<file path="src/cec_defs.svh">
// constants for the converter enable control block: offsets, fields, resets, timing
`ifndef CEC_DEFS_SVH
`define CEC_DEFS_SVH

// register byte offsets
`define CEC_CMD_OFS        8'h00
`define CEC_RDBK_OFS       8'h04
`define CEC_STAT_OFS       8'h08

// command word fields: command code byte, then low and high data bytes
`define CEC_CMD_MSB        7
`define CEC_CMD_LSB        5
`define CEC_LO_MSB         15
`define CEC_LO_LSB         11
`define CEC_HI_MSB         23
`define CEC_HI_LSB         19

// command codes (top three bits of the command byte)
`define CEC_CMD_ON         3'h0
`define CEC_CMD_SETUP      3'h1
`define CEC_CMD_RDBK       3'h2
`define CEC_CMD_OFF        3'h3

// status register bit positions
`define CEC_ST_CONVERTERS_ON_STATUS_N        0
`define CEC_ST_BUSON       1
`define CEC_ST_SETUP       2
`define CEC_ST_PGPIN       3
`define CEC_ST_BUSY        4
`define CEC_ST_SEL         5
`define CEC_ST_RUN         6
`define CEC_ST_CODE_LSB    8
`define CEC_ST_PIN_LSB     16

// reset values and responses
`define CEC_CODE_RST       5'h1f
`define CEC_RESP_OKAY      2'h0
`define CEC_RESP_SLVERR    2'h2

// power-ok low pulse: 50 us at 50 MHz
`define CEC_PG_TIME_NS     50000
`define CEC_CLK_MHZ        50
`define CEC_PG_CYCLES      ((`CEC_PG_TIME_NS * `CEC_CLK_MHZ) / 1000)

`endif

</file>
<file path="src/cec_pkg.sv">
// types shared by the converter enable control block
package cec_pkg;

	// on/off command sequencer, one-hot
	typedef enum logic [2:0] {
		SEQ_IDLE = 3'b001,
		SEQ_ON1  = 3'b010,
		SEQ_OFF1 = 3'b100
	} cec_seq_t;

	// decoded register selector held between address and data
	typedef enum logic [1:0] {
		SEL_CMD  = 2'h0,
		SEL_RDBK = 2'h1,
		SEL_STAT = 2'h2,
		SEL_NONE = 2'h3
	} cec_rsel_t;

	// whole state of the top module
	typedef struct packed {
		logic        awready;
		logic        wready;
		logic        bvalid;
		logic [1:0]  bresp;
		logic        arready;
		logic        rvalid;
		logic [1:0]  rresp;
		logic [31:0] rdata;
		logic        aw_hold;
		cec_rsel_t   aw_sel;
		logic        w_hold;
		logic [31:0] wdata;
		logic [3:0]  wstrb;
		logic [4:0]  reg0;
		logic [4:0]  reg1;
		logic        setup_done;
		logic        bus_on;
		cec_seq_t    seq;
		logic        converters_on_status_n_n;
		logic        converters_on_status_n_n_d;
		logic [4:0]  code_out;
		logic [2:0]  run_oe;
		logic        pg_oe;
	} cec_st_t;

endpackage

</file>
<file path="src/cec_ctl_if.sv">
// carrier between the top, the input synchroniser and the power-ok timer
`timescale 1ns/10ps
`default_nettype none
interface cec_ctl_if;
	logic [1:0] lvl;      // [0] register select, [1] global run
	logic       sel_tog;  // one-cycle pulse per register-select toggle
	logic       start;
	logic       busy;
	modport sync_mp  (output lvl, output sel_tog);
	modport timer_mp (input start, output busy);
	modport top_mp   (input lvl, input sel_tog, input busy, output start);
endinterface
`default_nettype wire

</file>
<file path="src/cec_top.sv">
// converter enable control: axi4-lite command port, run and power-ok pin drive
// Operation
// select pin high picks stored register 1, low picks register 0.
// converters-on status is NAND of global run and bus on-state; read back.
// status high pulls all three run outputs and power-ok low.
// status low releases the three run outputs for soft-start.
// power-ok stays low while converters are shut down.
// timer holds power-ok low 50 us after status falls or select toggles.
// reset returns the command interface to idle.
// reset sets both stored divider codes to all ones.
// reset forces converters-on status high, converters shut down.
// a completed setup command enables the on/off sequencer.
// two on commands in a row clear the status when run is high.
// two off commands set the status; run low shuts down at once.
// without a run pin, global run is treated as always high.
// host should hold run low, then set select before configuring.
// host should read back both registers and redo setup on mismatch.
// host should confirm status low after on commands.
// bus on-state changes only after two consecutive like commands.
// on commands are ignored until a setup command has completed.
// read-back byte is code, then status bit, then two zeros.
// setup writes are rejected while run and bus on-state are high.
// power-ok timer counts block clocks, length set by a parameter.
// select and run pins are synchronised before edge detection.
`timescale 1ns/10ps
`include "cec_defs.svh"
`default_nettype none
module cec_top #(
	parameter int ADDR_W      = 8,
	parameter bit HAS_RUN_PIN = 1'b1,
	parameter int PG_CYCLES   = `CEC_PG_CYCLES
) (
	// clock and reset
	input  wire logic              aclk,
	input  wire logic              aresetn,
	// axi4-lite write address
	input  wire logic [ADDR_W-1:0] s_axi_awaddr,
	input  wire logic              s_axi_awvalid,
	output logic                   s_axi_awready,
	// axi4-lite write data
	input  wire logic [31:0]       s_axi_wdata,
	input  wire logic [3:0]        s_axi_wstrb,
	input  wire logic              s_axi_wvalid,
	output logic                   s_axi_wready,
	// axi4-lite write response
	output logic [1:0]             s_axi_bresp,
	output logic                   s_axi_bvalid,
	input  wire logic              s_axi_bready,
	// axi4-lite read address
	input  wire logic [ADDR_W-1:0] s_axi_araddr,
	input  wire logic              s_axi_arvalid,
	output logic                   s_axi_arready,
	// axi4-lite read data
	output logic [31:0]            s_axi_rdata,
	output logic [1:0]             s_axi_rresp,
	output logic                   s_axi_rvalid,
	input  wire logic              s_axi_rready,
	// control inputs
	input  wire logic              sel_in,
	input  wire logic              global_run_input,
	// open-drain run outputs: cpu, io, clock supplies
	input  wire logic [2:0]        run_i,
	output logic [2:0]             run_o,
	output logic [2:0]             run_oe,
	// open-drain power-ok output
	input  wire logic              power_ok_i,
	output logic                   power_ok_o,
	output logic                   power_ok_oe,
	// status to the divider and the system
	output logic [4:0]             divider_code,
	output logic                   converters_on_status_n,
	output logic                   bus_on_state
);
	if (ADDR_W < 4 || ADDR_W > 32) begin : g_chk_addr
		$error("address width must be 4 to 32 bits");
	end
	if (PG_CYCLES < 1) begin : g_chk_pg
		$error("power-ok pulse needs at least one cycle");
	end
	// the command word fields must fit inside the data word
	if (`CEC_HI_MSB > 31) begin : g_chk_fields
		$error("command fields exceed the data word");
	end

	cec_ctl_if     u_ctl ();
	cec_pkg::cec_st_t st_r;
	cec_pkg::cec_st_t st_nxt;

	// synchronised pins, read-back bytes and decode results
	logic          run_lvl;
	logic          sel_lvl;
	logic [7:0]    rdbk_lo;
	logic [7:0]    rdbk_hi;
	logic [31:0]   stat_word;
	logic [2:0]    cmd_code;
	logic          wr_go;
	logic          rd_go;
	cec_pkg::cec_rsel_t ar_sel;
	cec_pkg::cec_rsel_t aw_sel;

	// pin synchroniser: two flops, so a pin change shows up two to
	// three clocks later in status and in the divider code
	cec_sync u_sync (
		.aclk    (aclk),
		.aresetn (aresetn),
		.pins    ({global_run_input, sel_in}),
		.ctl     (u_ctl.sync_mp)
	);

	// power-ok low pulse timer, reloaded by every start
	cec_pulse_timer #(
		.CYCLES (PG_CYCLES)
	) u_tmr (
		.aclk    (aclk),
		.aresetn (aresetn),
		.ctl     (u_ctl.timer_mp)
	);

	assign sel_lvl = u_ctl.lvl[0];
	// run is forced high in the variant without the pin
	assign run_lvl = HAS_RUN_PIN ? u_ctl.lvl[1] : 1'b1;

	// trigger on status falling, or a select toggle while converters run
	// a toggle while shut down is dropped: power-ok is low then anyway
	assign u_ctl.start = (st_r.converters_on_status_n_n_d & ~st_r.converters_on_status_n_n)
		| (u_ctl.sel_tog & ~st_r.converters_on_status_n_n);

	// read-back bytes: code in the top five bits, status, two zeros
	// both bytes carry the status bit, so either one confirms turn-on
	assign rdbk_lo = {st_r.reg0, st_r.converters_on_status_n_n, 2'b00};
	assign rdbk_hi = {st_r.reg1, st_r.converters_on_status_n_n, 2'b00};

	// status word shows block state and the sensed pin levels; the sensed
	// pins are only reported and never steer the converters,
	// so a stuck pin cannot hold them off
	always_comb begin
		stat_word = 32'h0000_0000;
		stat_word[`CEC_ST_CONVERTERS_ON_STATUS_N] = st_r.converters_on_status_n_n;
		stat_word[`CEC_ST_BUSON] = st_r.bus_on;
		stat_word[`CEC_ST_SETUP] = st_r.setup_done;
		stat_word[`CEC_ST_PGPIN] = power_ok_i;
		stat_word[`CEC_ST_BUSY] = u_ctl.busy;
		stat_word[`CEC_ST_SEL] = sel_lvl;
		stat_word[`CEC_ST_RUN] = run_lvl;
		stat_word[`CEC_ST_CODE_LSB +: 5] = st_r.code_out;
		stat_word[`CEC_ST_PIN_LSB +: 3] = run_i;
	end

	// address decode for the write channel
	// unmapped or unaligned addresses fall through to the error select
	always_comb begin
		if (s_axi_awaddr == ADDR_W'(`CEC_CMD_OFS)) begin
			aw_sel = cec_pkg::SEL_CMD;
		end else if (s_axi_awaddr == ADDR_W'(`CEC_RDBK_OFS)) begin
			aw_sel = cec_pkg::SEL_RDBK;
		end else if (s_axi_awaddr == ADDR_W'(`CEC_STAT_OFS)) begin
			aw_sel = cec_pkg::SEL_STAT;
		end else begin
			aw_sel = cec_pkg::SEL_NONE;
		end
	end

	// address decode for the read channel
	// unmapped or unaligned addresses fall through to the error select
	always_comb begin
		if (s_axi_araddr == ADDR_W'(`CEC_CMD_OFS)) begin
			ar_sel = cec_pkg::SEL_CMD;
		end else if (s_axi_araddr == ADDR_W'(`CEC_RDBK_OFS)) begin
			ar_sel = cec_pkg::SEL_RDBK;
		end else if (s_axi_araddr == ADDR_W'(`CEC_STAT_OFS)) begin
			ar_sel = cec_pkg::SEL_STAT;
		end else begin
			ar_sel = cec_pkg::SEL_NONE;
		end
	end

	assign cmd_code = st_r.wdata[`CEC_CMD_MSB:`CEC_CMD_LSB];
	// a write goes once both halves are held and the last answer retired
	assign wr_go = st_r.aw_hold & st_r.w_hold & ~st_r.bvalid;
	// a read is taken whenever no read answer is pending
	assign rd_go = s_axi_arvalid & st_r.arready;

	// whole next state: bus handshakes, command sequencer, pin drive
	always_comb begin
		st_nxt = st_r;

		// responses retire on their ready
		// ready may be high early; an answer only retires once it is seen
		if (st_r.bvalid && s_axi_bready) begin
			st_nxt.bvalid = 1'b0;
		end
		if (st_r.rvalid && s_axi_rready) begin
			st_nxt.rvalid = 1'b0;
		end

		// address and data are taken in either order and held
		// each ready closes once its item is taken, so nothing is overrun
		if (s_axi_awvalid && st_r.awready) begin
			st_nxt.aw_hold = 1'b1;
			st_nxt.aw_sel = aw_sel;
		end
		if (s_axi_wvalid && st_r.wready) begin
			st_nxt.w_hold = 1'b1;
			st_nxt.wdata = s_axi_wdata;
			st_nxt.wstrb = s_axi_wstrb;
		end

		// reads; a read-back counts as a foreign command to the sequencer
		if (rd_go) begin
			st_nxt.rvalid = 1'b1;
			st_nxt.rresp = `CEC_RESP_OKAY;
			st_nxt.rdata = 32'h0000_0000;
			if (ar_sel == cec_pkg::SEL_RDBK) begin
				st_nxt.rdata = {16'h0000, rdbk_hi, rdbk_lo};
				// a read of the read-back word breaks a pending pair unless a write in the same clock completes it or carries an unused code
				st_nxt.seq = cec_pkg::SEQ_IDLE;
			end else if (ar_sel == cec_pkg::SEL_STAT) begin
				st_nxt.rdata = stat_word;
			end else if (ar_sel == cec_pkg::SEL_CMD) begin
				st_nxt.rdata = 32'h0000_0000;
			end else begin
				st_nxt.rresp = `CEC_RESP_SLVERR;
			end
		end

		// write executes once both halves are held; a full word is needed
		// because a partial command would arm the sequencer with stale bytes
		// a wrong target or strobe answers with an error and changes nothing
		if (wr_go) begin
			st_nxt.aw_hold = 1'b0;
			st_nxt.w_hold = 1'b0;
			st_nxt.bvalid = 1'b1;
			st_nxt.bresp = `CEC_RESP_OKAY;
			if (st_r.aw_sel != cec_pkg::SEL_CMD || st_r.wstrb != 4'hf) begin
				st_nxt.bresp = `CEC_RESP_SLVERR;
			end else begin
				case (cmd_code)
					`CEC_CMD_ON: begin
						// before setup an on command is dropped and clears a half pair
						if (!st_r.setup_done) begin
							st_nxt.seq = cec_pkg::SEQ_IDLE;
						end else if (st_r.seq == cec_pkg::SEQ_ON1) begin
							st_nxt.bus_on = 1'b1;
							st_nxt.seq = cec_pkg::SEQ_IDLE;
						end else begin
							st_nxt.seq = cec_pkg::SEQ_ON1;
						end
					end
					`CEC_CMD_OFF: begin
						// off needs no setup, so shutdown is always reachable
						if (st_r.seq == cec_pkg::SEQ_OFF1) begin
							st_nxt.bus_on = 1'b0;
							st_nxt.seq = cec_pkg::SEQ_IDLE;
						end else begin
							st_nxt.seq = cec_pkg::SEQ_OFF1;
						end
					end
					`CEC_CMD_SETUP: begin
						st_nxt.seq = cec_pkg::SEQ_IDLE;
						// codes are locked while the converters run
						// a rejected setup still answers okay; read-back reveals it
						if (!(run_lvl && st_r.bus_on)) begin
							st_nxt.reg0 = st_r.wdata[`CEC_LO_MSB:`CEC_LO_LSB];
							st_nxt.reg1 = st_r.wdata[`CEC_HI_MSB:`CEC_HI_LSB];
							st_nxt.setup_done = 1'b1;
						end
					end
					`CEC_CMD_RDBK: begin
						// the write form of read-back only breaks a pending pair
						st_nxt.seq = cec_pkg::SEQ_IDLE;
					end
					default: begin
						// unused codes are ignored and leave a pending pair intact
						st_nxt.seq = st_r.seq;
					end
				endcase
			end
		end

		// converters-on status and everything it drives; the next on-state
		// is used so the status moves in the same clock as the command
		st_nxt.converters_on_status_n_n = ~(run_lvl & st_nxt.bus_on);
		st_nxt.converters_on_status_n_n_d = st_r.converters_on_status_n_n;
		st_nxt.code_out = sel_lvl ? st_nxt.reg1 : st_nxt.reg0;
		st_nxt.run_oe = {3{st_nxt.converters_on_status_n_n}};
		// the old status term covers the clock in which the status falls,
		// before the timer has loaded; without it power-ok would float for
		// one clock ahead of its low pulse
		st_nxt.pg_oe = st_r.converters_on_status_n_n | st_nxt.converters_on_status_n_n | u_ctl.start | u_ctl.busy;

		// readies follow the held state so a new item waits for the old one
		// registered readies leave no path from valid to ready
		st_nxt.awready = ~st_nxt.aw_hold & ~st_nxt.bvalid;
		st_nxt.wready = ~st_nxt.w_hold & ~st_nxt.bvalid;
		st_nxt.arready = ~st_nxt.rvalid;

		// synchronous reset: idle port, all-ones codes, converters shut down
		// one low edge is enough here and in the synchronisers, which clear both stages at once
		if (!aresetn) begin
			st_nxt = '0;
			st_nxt.aw_sel = cec_pkg::SEL_NONE;
			st_nxt.seq = cec_pkg::SEQ_IDLE;
			st_nxt.reg0 = `CEC_CODE_RST;
			st_nxt.reg1 = `CEC_CODE_RST;
			st_nxt.code_out = `CEC_CODE_RST;
			st_nxt.converters_on_status_n_n = 1'b1;
			st_nxt.converters_on_status_n_n_d = 1'b1;
			st_nxt.run_oe = 3'h7;
			st_nxt.pg_oe = 1'b1;
		end
	end

	// single state register
	// every top output below except the constant levels run_o and power_ok_o is read straight from this register
	always_ff @(posedge aclk) begin
		st_r <= st_nxt;
	end

	// bus outputs
	// answers stand until their ready is sampled high
	assign s_axi_awready = st_r.awready;
	assign s_axi_wready = st_r.wready;
	assign s_axi_bvalid = st_r.bvalid;
	assign s_axi_bresp = st_r.bresp;
	assign s_axi_arready = st_r.arready;
	assign s_axi_rvalid = st_r.rvalid;
	assign s_axi_rresp = st_r.rresp;
	assign s_axi_rdata = st_r.rdata;

	// open-drain pins only ever pull low, so the driven level is a constant
	// an enable is high while its pin is pulled to ground
	assign run_o = 3'h0;
	assign run_oe = st_r.run_oe;
	assign power_ok_o = 1'b0;
	assign power_ok_oe = st_r.pg_oe;

	// status outputs
	// the divider follows select only after the synchroniser
	assign divider_code = st_r.code_out;
	assign converters_on_status_n = st_r.converters_on_status_n_n;
	assign bus_on_state = st_r.bus_on;
endmodule
`default_nettype wire

</file>
<file path="src/cec_sync.sv">
// two-flop synchroniser for select and run pins, with select toggle detect
`timescale 1ns/10ps
`default_nettype none
module cec_sync (
	// clock and reset
	input  wire logic        aclk,
	input  wire logic        aresetn,
	// raw pin levels
	input  wire logic [1:0]  pins,
	// synchronised levels and toggle
	cec_ctl_if.sync_mp       ctl
);
	typedef struct packed {
		logic [1:0] ff1;
		logic [1:0] ff2;
		logic       sel_d;
		logic       tog;
	} cec_sync_st_t;

	cec_sync_st_t st_r;
	cec_sync_st_t st_nxt;

	// edge detect looks only at the second stage, never the first
	always_comb begin
		st_nxt = st_r;
		st_nxt.ff1 = pins;
		st_nxt.ff2 = st_r.ff1;
		st_nxt.sel_d = st_r.ff2[0];
		st_nxt.tog = st_r.ff2[0] ^ st_r.sel_d;
		if (!aresetn) begin
			st_nxt = '0;
		end
	end

	always_ff @(posedge aclk) begin
		st_r <= st_nxt;
	end

	assign ctl.lvl = st_r.ff2;
	assign ctl.sel_tog = st_r.tog;
endmodule
`default_nettype wire

</file>
<file path="src/cec_pulse_timer.sv">
// retriggerable down-counter that holds power-ok low for a fixed cycle count
`timescale 1ns/10ps
`default_nettype none
module cec_pulse_timer #(
	parameter int CYCLES = 2500
) (
	// clock and reset
	input  wire logic        aclk,
	input  wire logic        aresetn,
	// start in, busy out
	cec_ctl_if.timer_mp      ctl
);
	localparam int W = $clog2(CYCLES + 1);

	if (CYCLES < 1) begin : g_chk
		$error("pulse timer needs at least one cycle");
	end

	typedef struct packed {
		logic [W-1:0] cnt;
	} cec_tmr_st_t;

	cec_tmr_st_t st_r;
	cec_tmr_st_t st_nxt;

	// a new trigger reloads, so back-to-back toggles stretch the pulse
	always_comb begin
		st_nxt = st_r;
		if (ctl.start) begin
			st_nxt.cnt = W'(CYCLES);
		end else if (st_r.cnt != '0) begin
			st_nxt.cnt = st_r.cnt - W'(1);
		end
		if (!aresetn) begin
			st_nxt = '0;
		end
	end

	always_ff @(posedge aclk) begin
		st_r <= st_nxt;
	end

	assign ctl.busy = (st_r.cnt != '0);
endmodule
`default_nettype wire

</file>
<file path="config.mk">
export PLATFORM = sky130hd
export DESIGN_NAME = cec_top
export DESIGN_NICKNAME = d
export VERILOG_FILES = /design/src/cec_pkg.sv /design/src/cec_ctl_if.sv /design/src/cec_top.sv /design/src/cec_sync.sv /design/src/cec_pulse_timer.sv
export VERILOG_INCLUDE_DIRS = /design/src
export SDC_FILE = /design/constraint.sdc
export NUM_CORES = 1
export LEC_CHECK = 0
export BUFFER_PORTS_ARGS = -buffer_cell sky130_fd_sc_hd__buf_2
export CORE_ASPECT_RATIO = 0.6
export CORE_MARGIN = 2
export CORE_UTILIZATION = 25
export DETAILED_ROUTE_END_ITERATION = 8
export PLACE_DENSITY = 0.48
export SYNTH_ARGS = -nofsm -noshare
export SYNTH_HDL_FRONTEND = slang
export SYNTH_SLANG_ARGS = --single-unit
</file>
<file path="constraint.sdc">
create_clock -name aclk -period 2 [get_ports aclk]
set_input_delay 0.3 -clock aclk [delete_from_list [all_inputs] [get_ports aclk]]
set_output_delay 0.3 -clock aclk [all_outputs]
set_load 0.005 [all_outputs]
</file>
==> flow_metrics.tcl <==
set metrics [dict create \
    ys_seq_area_frac 0.4354 \
    async_flop_share 0 \
    fmax_mhz 528.2 \
    final_cell_mix "88 x dfxtp_1, 82 x buf_2, 54 x nand2_1, 37 x nand3_1, 24 x a21boi_0" \
    die_y_um 102.5 \
    wl_mm 9.798 \
    hpwlAfterDp_mm 7.290 \
    grt_max_degree 41 \
    ios 121 \
    crit_fanout 15 \
    end_kind "flop" \
    syn_inst 456 \
    antenna_found_initial 1 \
    cts_max_level 3 \
    setup_viol_count_final 0 \
    row_count 35 \
    rsz0062_at_grt "false" \
    nets 576 \
    cts_setup_buffers 0 \
    synth_seq_cells 88 \
    setup_ws_ns 0.1066 \
    fin_cells 716 \
    criticalPathCategory "flop to flop" \
    vias 3213 \
    dr.pass1.iters 4 \
    hold_viol 0 \
    fin_setup_tns_ns 0 \
    drtAntennaViolNets 0 \
    drtIter0Drc 199 \
    gp_congestion 0.7917 \
    layout_commonest_cell "dfxtp_1" \
    cp_slowest_cell "or4_4" \
    synthTopCellsByArea "dfxtp_1 44%, buf_4 9.1%, nand2_1 5.0%" \
    status "completed" \
    synthMuxAreaShare 0.01639 \
    cts_max_path_buffers 2 \
    grt_first_pass_wirelength_mm 15.89 \
    post-route-period-util 0.9467 \
    ys.warnings.count 0 \
    maxSlewViolCount 0 \
    synth.largest_area_cell "dfxtp_1" \
    overflow 0 \
    root_buffer "clkbuf_16" \
    critical_path.max_stage_delay_ns 0.65 \
    synth_top_family_by_area "simple AND/OR/NAND/NOR gates" \
    slew_headroom 0.5080 \
    gr-usage-all-layers 0.1170 \
    path_cells "nand3b_2, or4_4, a2111oi_0, o21ai_0" \
    cp_top_family "simple AND/OR/NAND/NOR gates" \
    syn-cell-area_um2 4046 \
    clk-insertion-delay-late_ns 0.34 \
    skew_ns 0.007060 \
    syn_area_per_cell_um2 8.874 \
    remaining_drc_errors 0 \
    synth_xor_area_frac 0.01732 \
    synth_cell_types 53 \
    yosys.area_share.adder 0.003092 \
    tritoncts "done" \
    n_antenna_cell 0 \
    tightest_slew_ns 0.7380 \
    wire_per_inst_um 13.68 \
    vdd_ir_drop_max_mv 0.4164 \
    cts_made_buffers 9 \
    synth_compound_area_frac 0.1738 \
    cp_num_buf_inv 0 \
    hold_path.class "input pin to flop" \
    numPortBuffers 82 \
    core-area_um2 15590 \
    initial_core_util 0.2596 \
    synth_edf_count 0 \
    die_w_um 168.2 \
    grt_pass1_vias 3158 \
    max-cap-violations 0 \
    synth_top_area_frac 0.4354 \
    required_ns 2.21 \
    die_area_um2 17250 \
    cp.arrival_ns 2.10 \
    placed_cells 702 \
    dp_slack_ns 0.1387 \
    drive_gt1_frac 0.2534 \
    power_density_nw_per_um2 1016 \
    p_leak_nw 1.879 \
    via_per_inst 4.487 \
    post-route-min-period_ns 1.893 \
    synth-main-ff-cell "dfxtp_1" \
    cts_sinks 88 \
    cp-start-kind "flop" \
    power_mw 4.828 \
    clk_pin_slew_ns 0.06 \
    area_growth_pct 17.47 \
    synth-simple-area-share 0.2344 \
]
## cell usage after synthesis, types with 2 or more instances
| library cell | instances |
|---|---|
| dfxtp_1 | 88 |
| nand2_1 | 54 |
| buf_4 | 49 |
| nand3_1 | 37 |
| a21boi_0 | 24 |
| clkbuf_1 | 19 |
| o21ai_0 | 19 |
| nor2_1 | 18 |
| nor2b_1 | 11 |
| and2_1 | 10 |
| a21boi_1 | 9 |
| a22oi_1 | 9 |
| nand2b_1 | 9 |
| a21oi_1 | 8 |
| nor3_1 | 7 |
| a2111oi_0 | 6 |
| xnor2_1 | 6 |
| a211oi_1 | 5 |
| mux2_2 | 5 |
| o21a_1 | 5 |
| and3_1 | 4 |
| inv_1 | 4 |
| a21o_1 | 3 |
| a31oi_1 | 3 |
| buf_2 | 3 |
| or3_1 | 3 |
| or4_4 | 3 |
| a311oi_1 | 2 |
| nand4b_1 | 2 |
| nor3b_1 | 2 |
| nor4_1 | 2 |
| nor4_2 | 2 |
| nor4_4 | 2 |
| o22ai_1 | 2 |
| or2_2 | 2 |
| xor2_1 | 2 |
## worst min-delay path, cell delays in order
cell and delay [ns]:
buf_2 0.08, o22ai_1 0.05, nand2_1 0.06
## state kept, by name (all words and copies together), names as in the netlist, 2 cells and up
name	cells
cmd_code	3
rdbk_hi	5
divider_code	5
u_sync.st_r	3
rdbk_lo	5
s_axi_rdata	19
u_tmr.st_r	12
st_r	23
u_sync.ctl.lvl	2
## kinds of logic after synthesis
group                    after synthesis
adder cells (fa/ha/maj)                1
flip-flops                            88
other                                  1
AND/OR/NAND/NOR                      175
XOR/XNOR                               8
multiplexers                           6
AO/OA/AOI/OAI                        101
buffers and inverters                 76
## metal layers
| layer | global-route usage | vias up | part of all wire |
|---|---|---|---|
| met2 | 0.1814 | 71 | 0.43 |
| met3 | 0.04184 | 8 | 0.054 |
| met5 | 0 | - | 0.0013 |
| li1 | - | 1636 | - |
| met1 | 0.1582 | 1496 | 0.50 |
| met4 | 0.02454 | 2 | 0.0066 |
## area by class of cell
| type | count | area, um^2 |
|---|---|---|
| fillers | 1660 | 10840 |
| multi-input cells | 310 | 1878 |
| flip-flops and latches | 88 | 1762 |
| repair buffers | 97 | 535.5 |
| well taps | 203 | 254.0 |
| clock buffers | 10 | 239.0 |
| clock inverters | 4 | 70.07 |
| inverters | 4 | 15.01 |
## metrics by stage
step	hold WS, ns	area [um^2]	util
after detailed placement	0.4335	4438	0.2847
after global placement	0.4221	4438	0.2847
after CTS	0.1654	4747	0.3045
final	0.1764	4753	0.3049
after global routing	0.1929	4753	0.3049
after floorplan	0.4069	4114	-
## report_power, final
group	switching, mW	internal [mW]	total [mW]
combinational	0.549	0.500	1.05
clock	0.646	1.11	1.75
sequential	0.134	1.89	2.02
total	1.33	3.50	4.83
## path summary, 6_finish.rpt
path	start	slack (ns)	to	cells after the start
worst max-delay path	s_axi_bvalid$_SDFF_PN0_	0.11	divider_code[1]$_SDFF_PN1_	4
worst min register to register	u_sync.st_r[4]$_SDFF_PN0_	0.45	u_sync.ctl.lvl[0]$_SDFF_PN0_	1
worst min-delay path	s_axi_awaddr[2]	0.18	st_r[63]$_SDFFE_PN1P_	3
worst max register to register	s_axi_bvalid$_SDFF_PN0_	0.11	divider_code[1]$_SDFF_PN1_	4
## timing repair
item | in CTS | in global routing
gates resized for setup | 0 | 3
endpoints found under the setup margin | 0 | 3
hold buffers | 0 | 0
No activity file was read; power rests on OpenSTA's default activity.
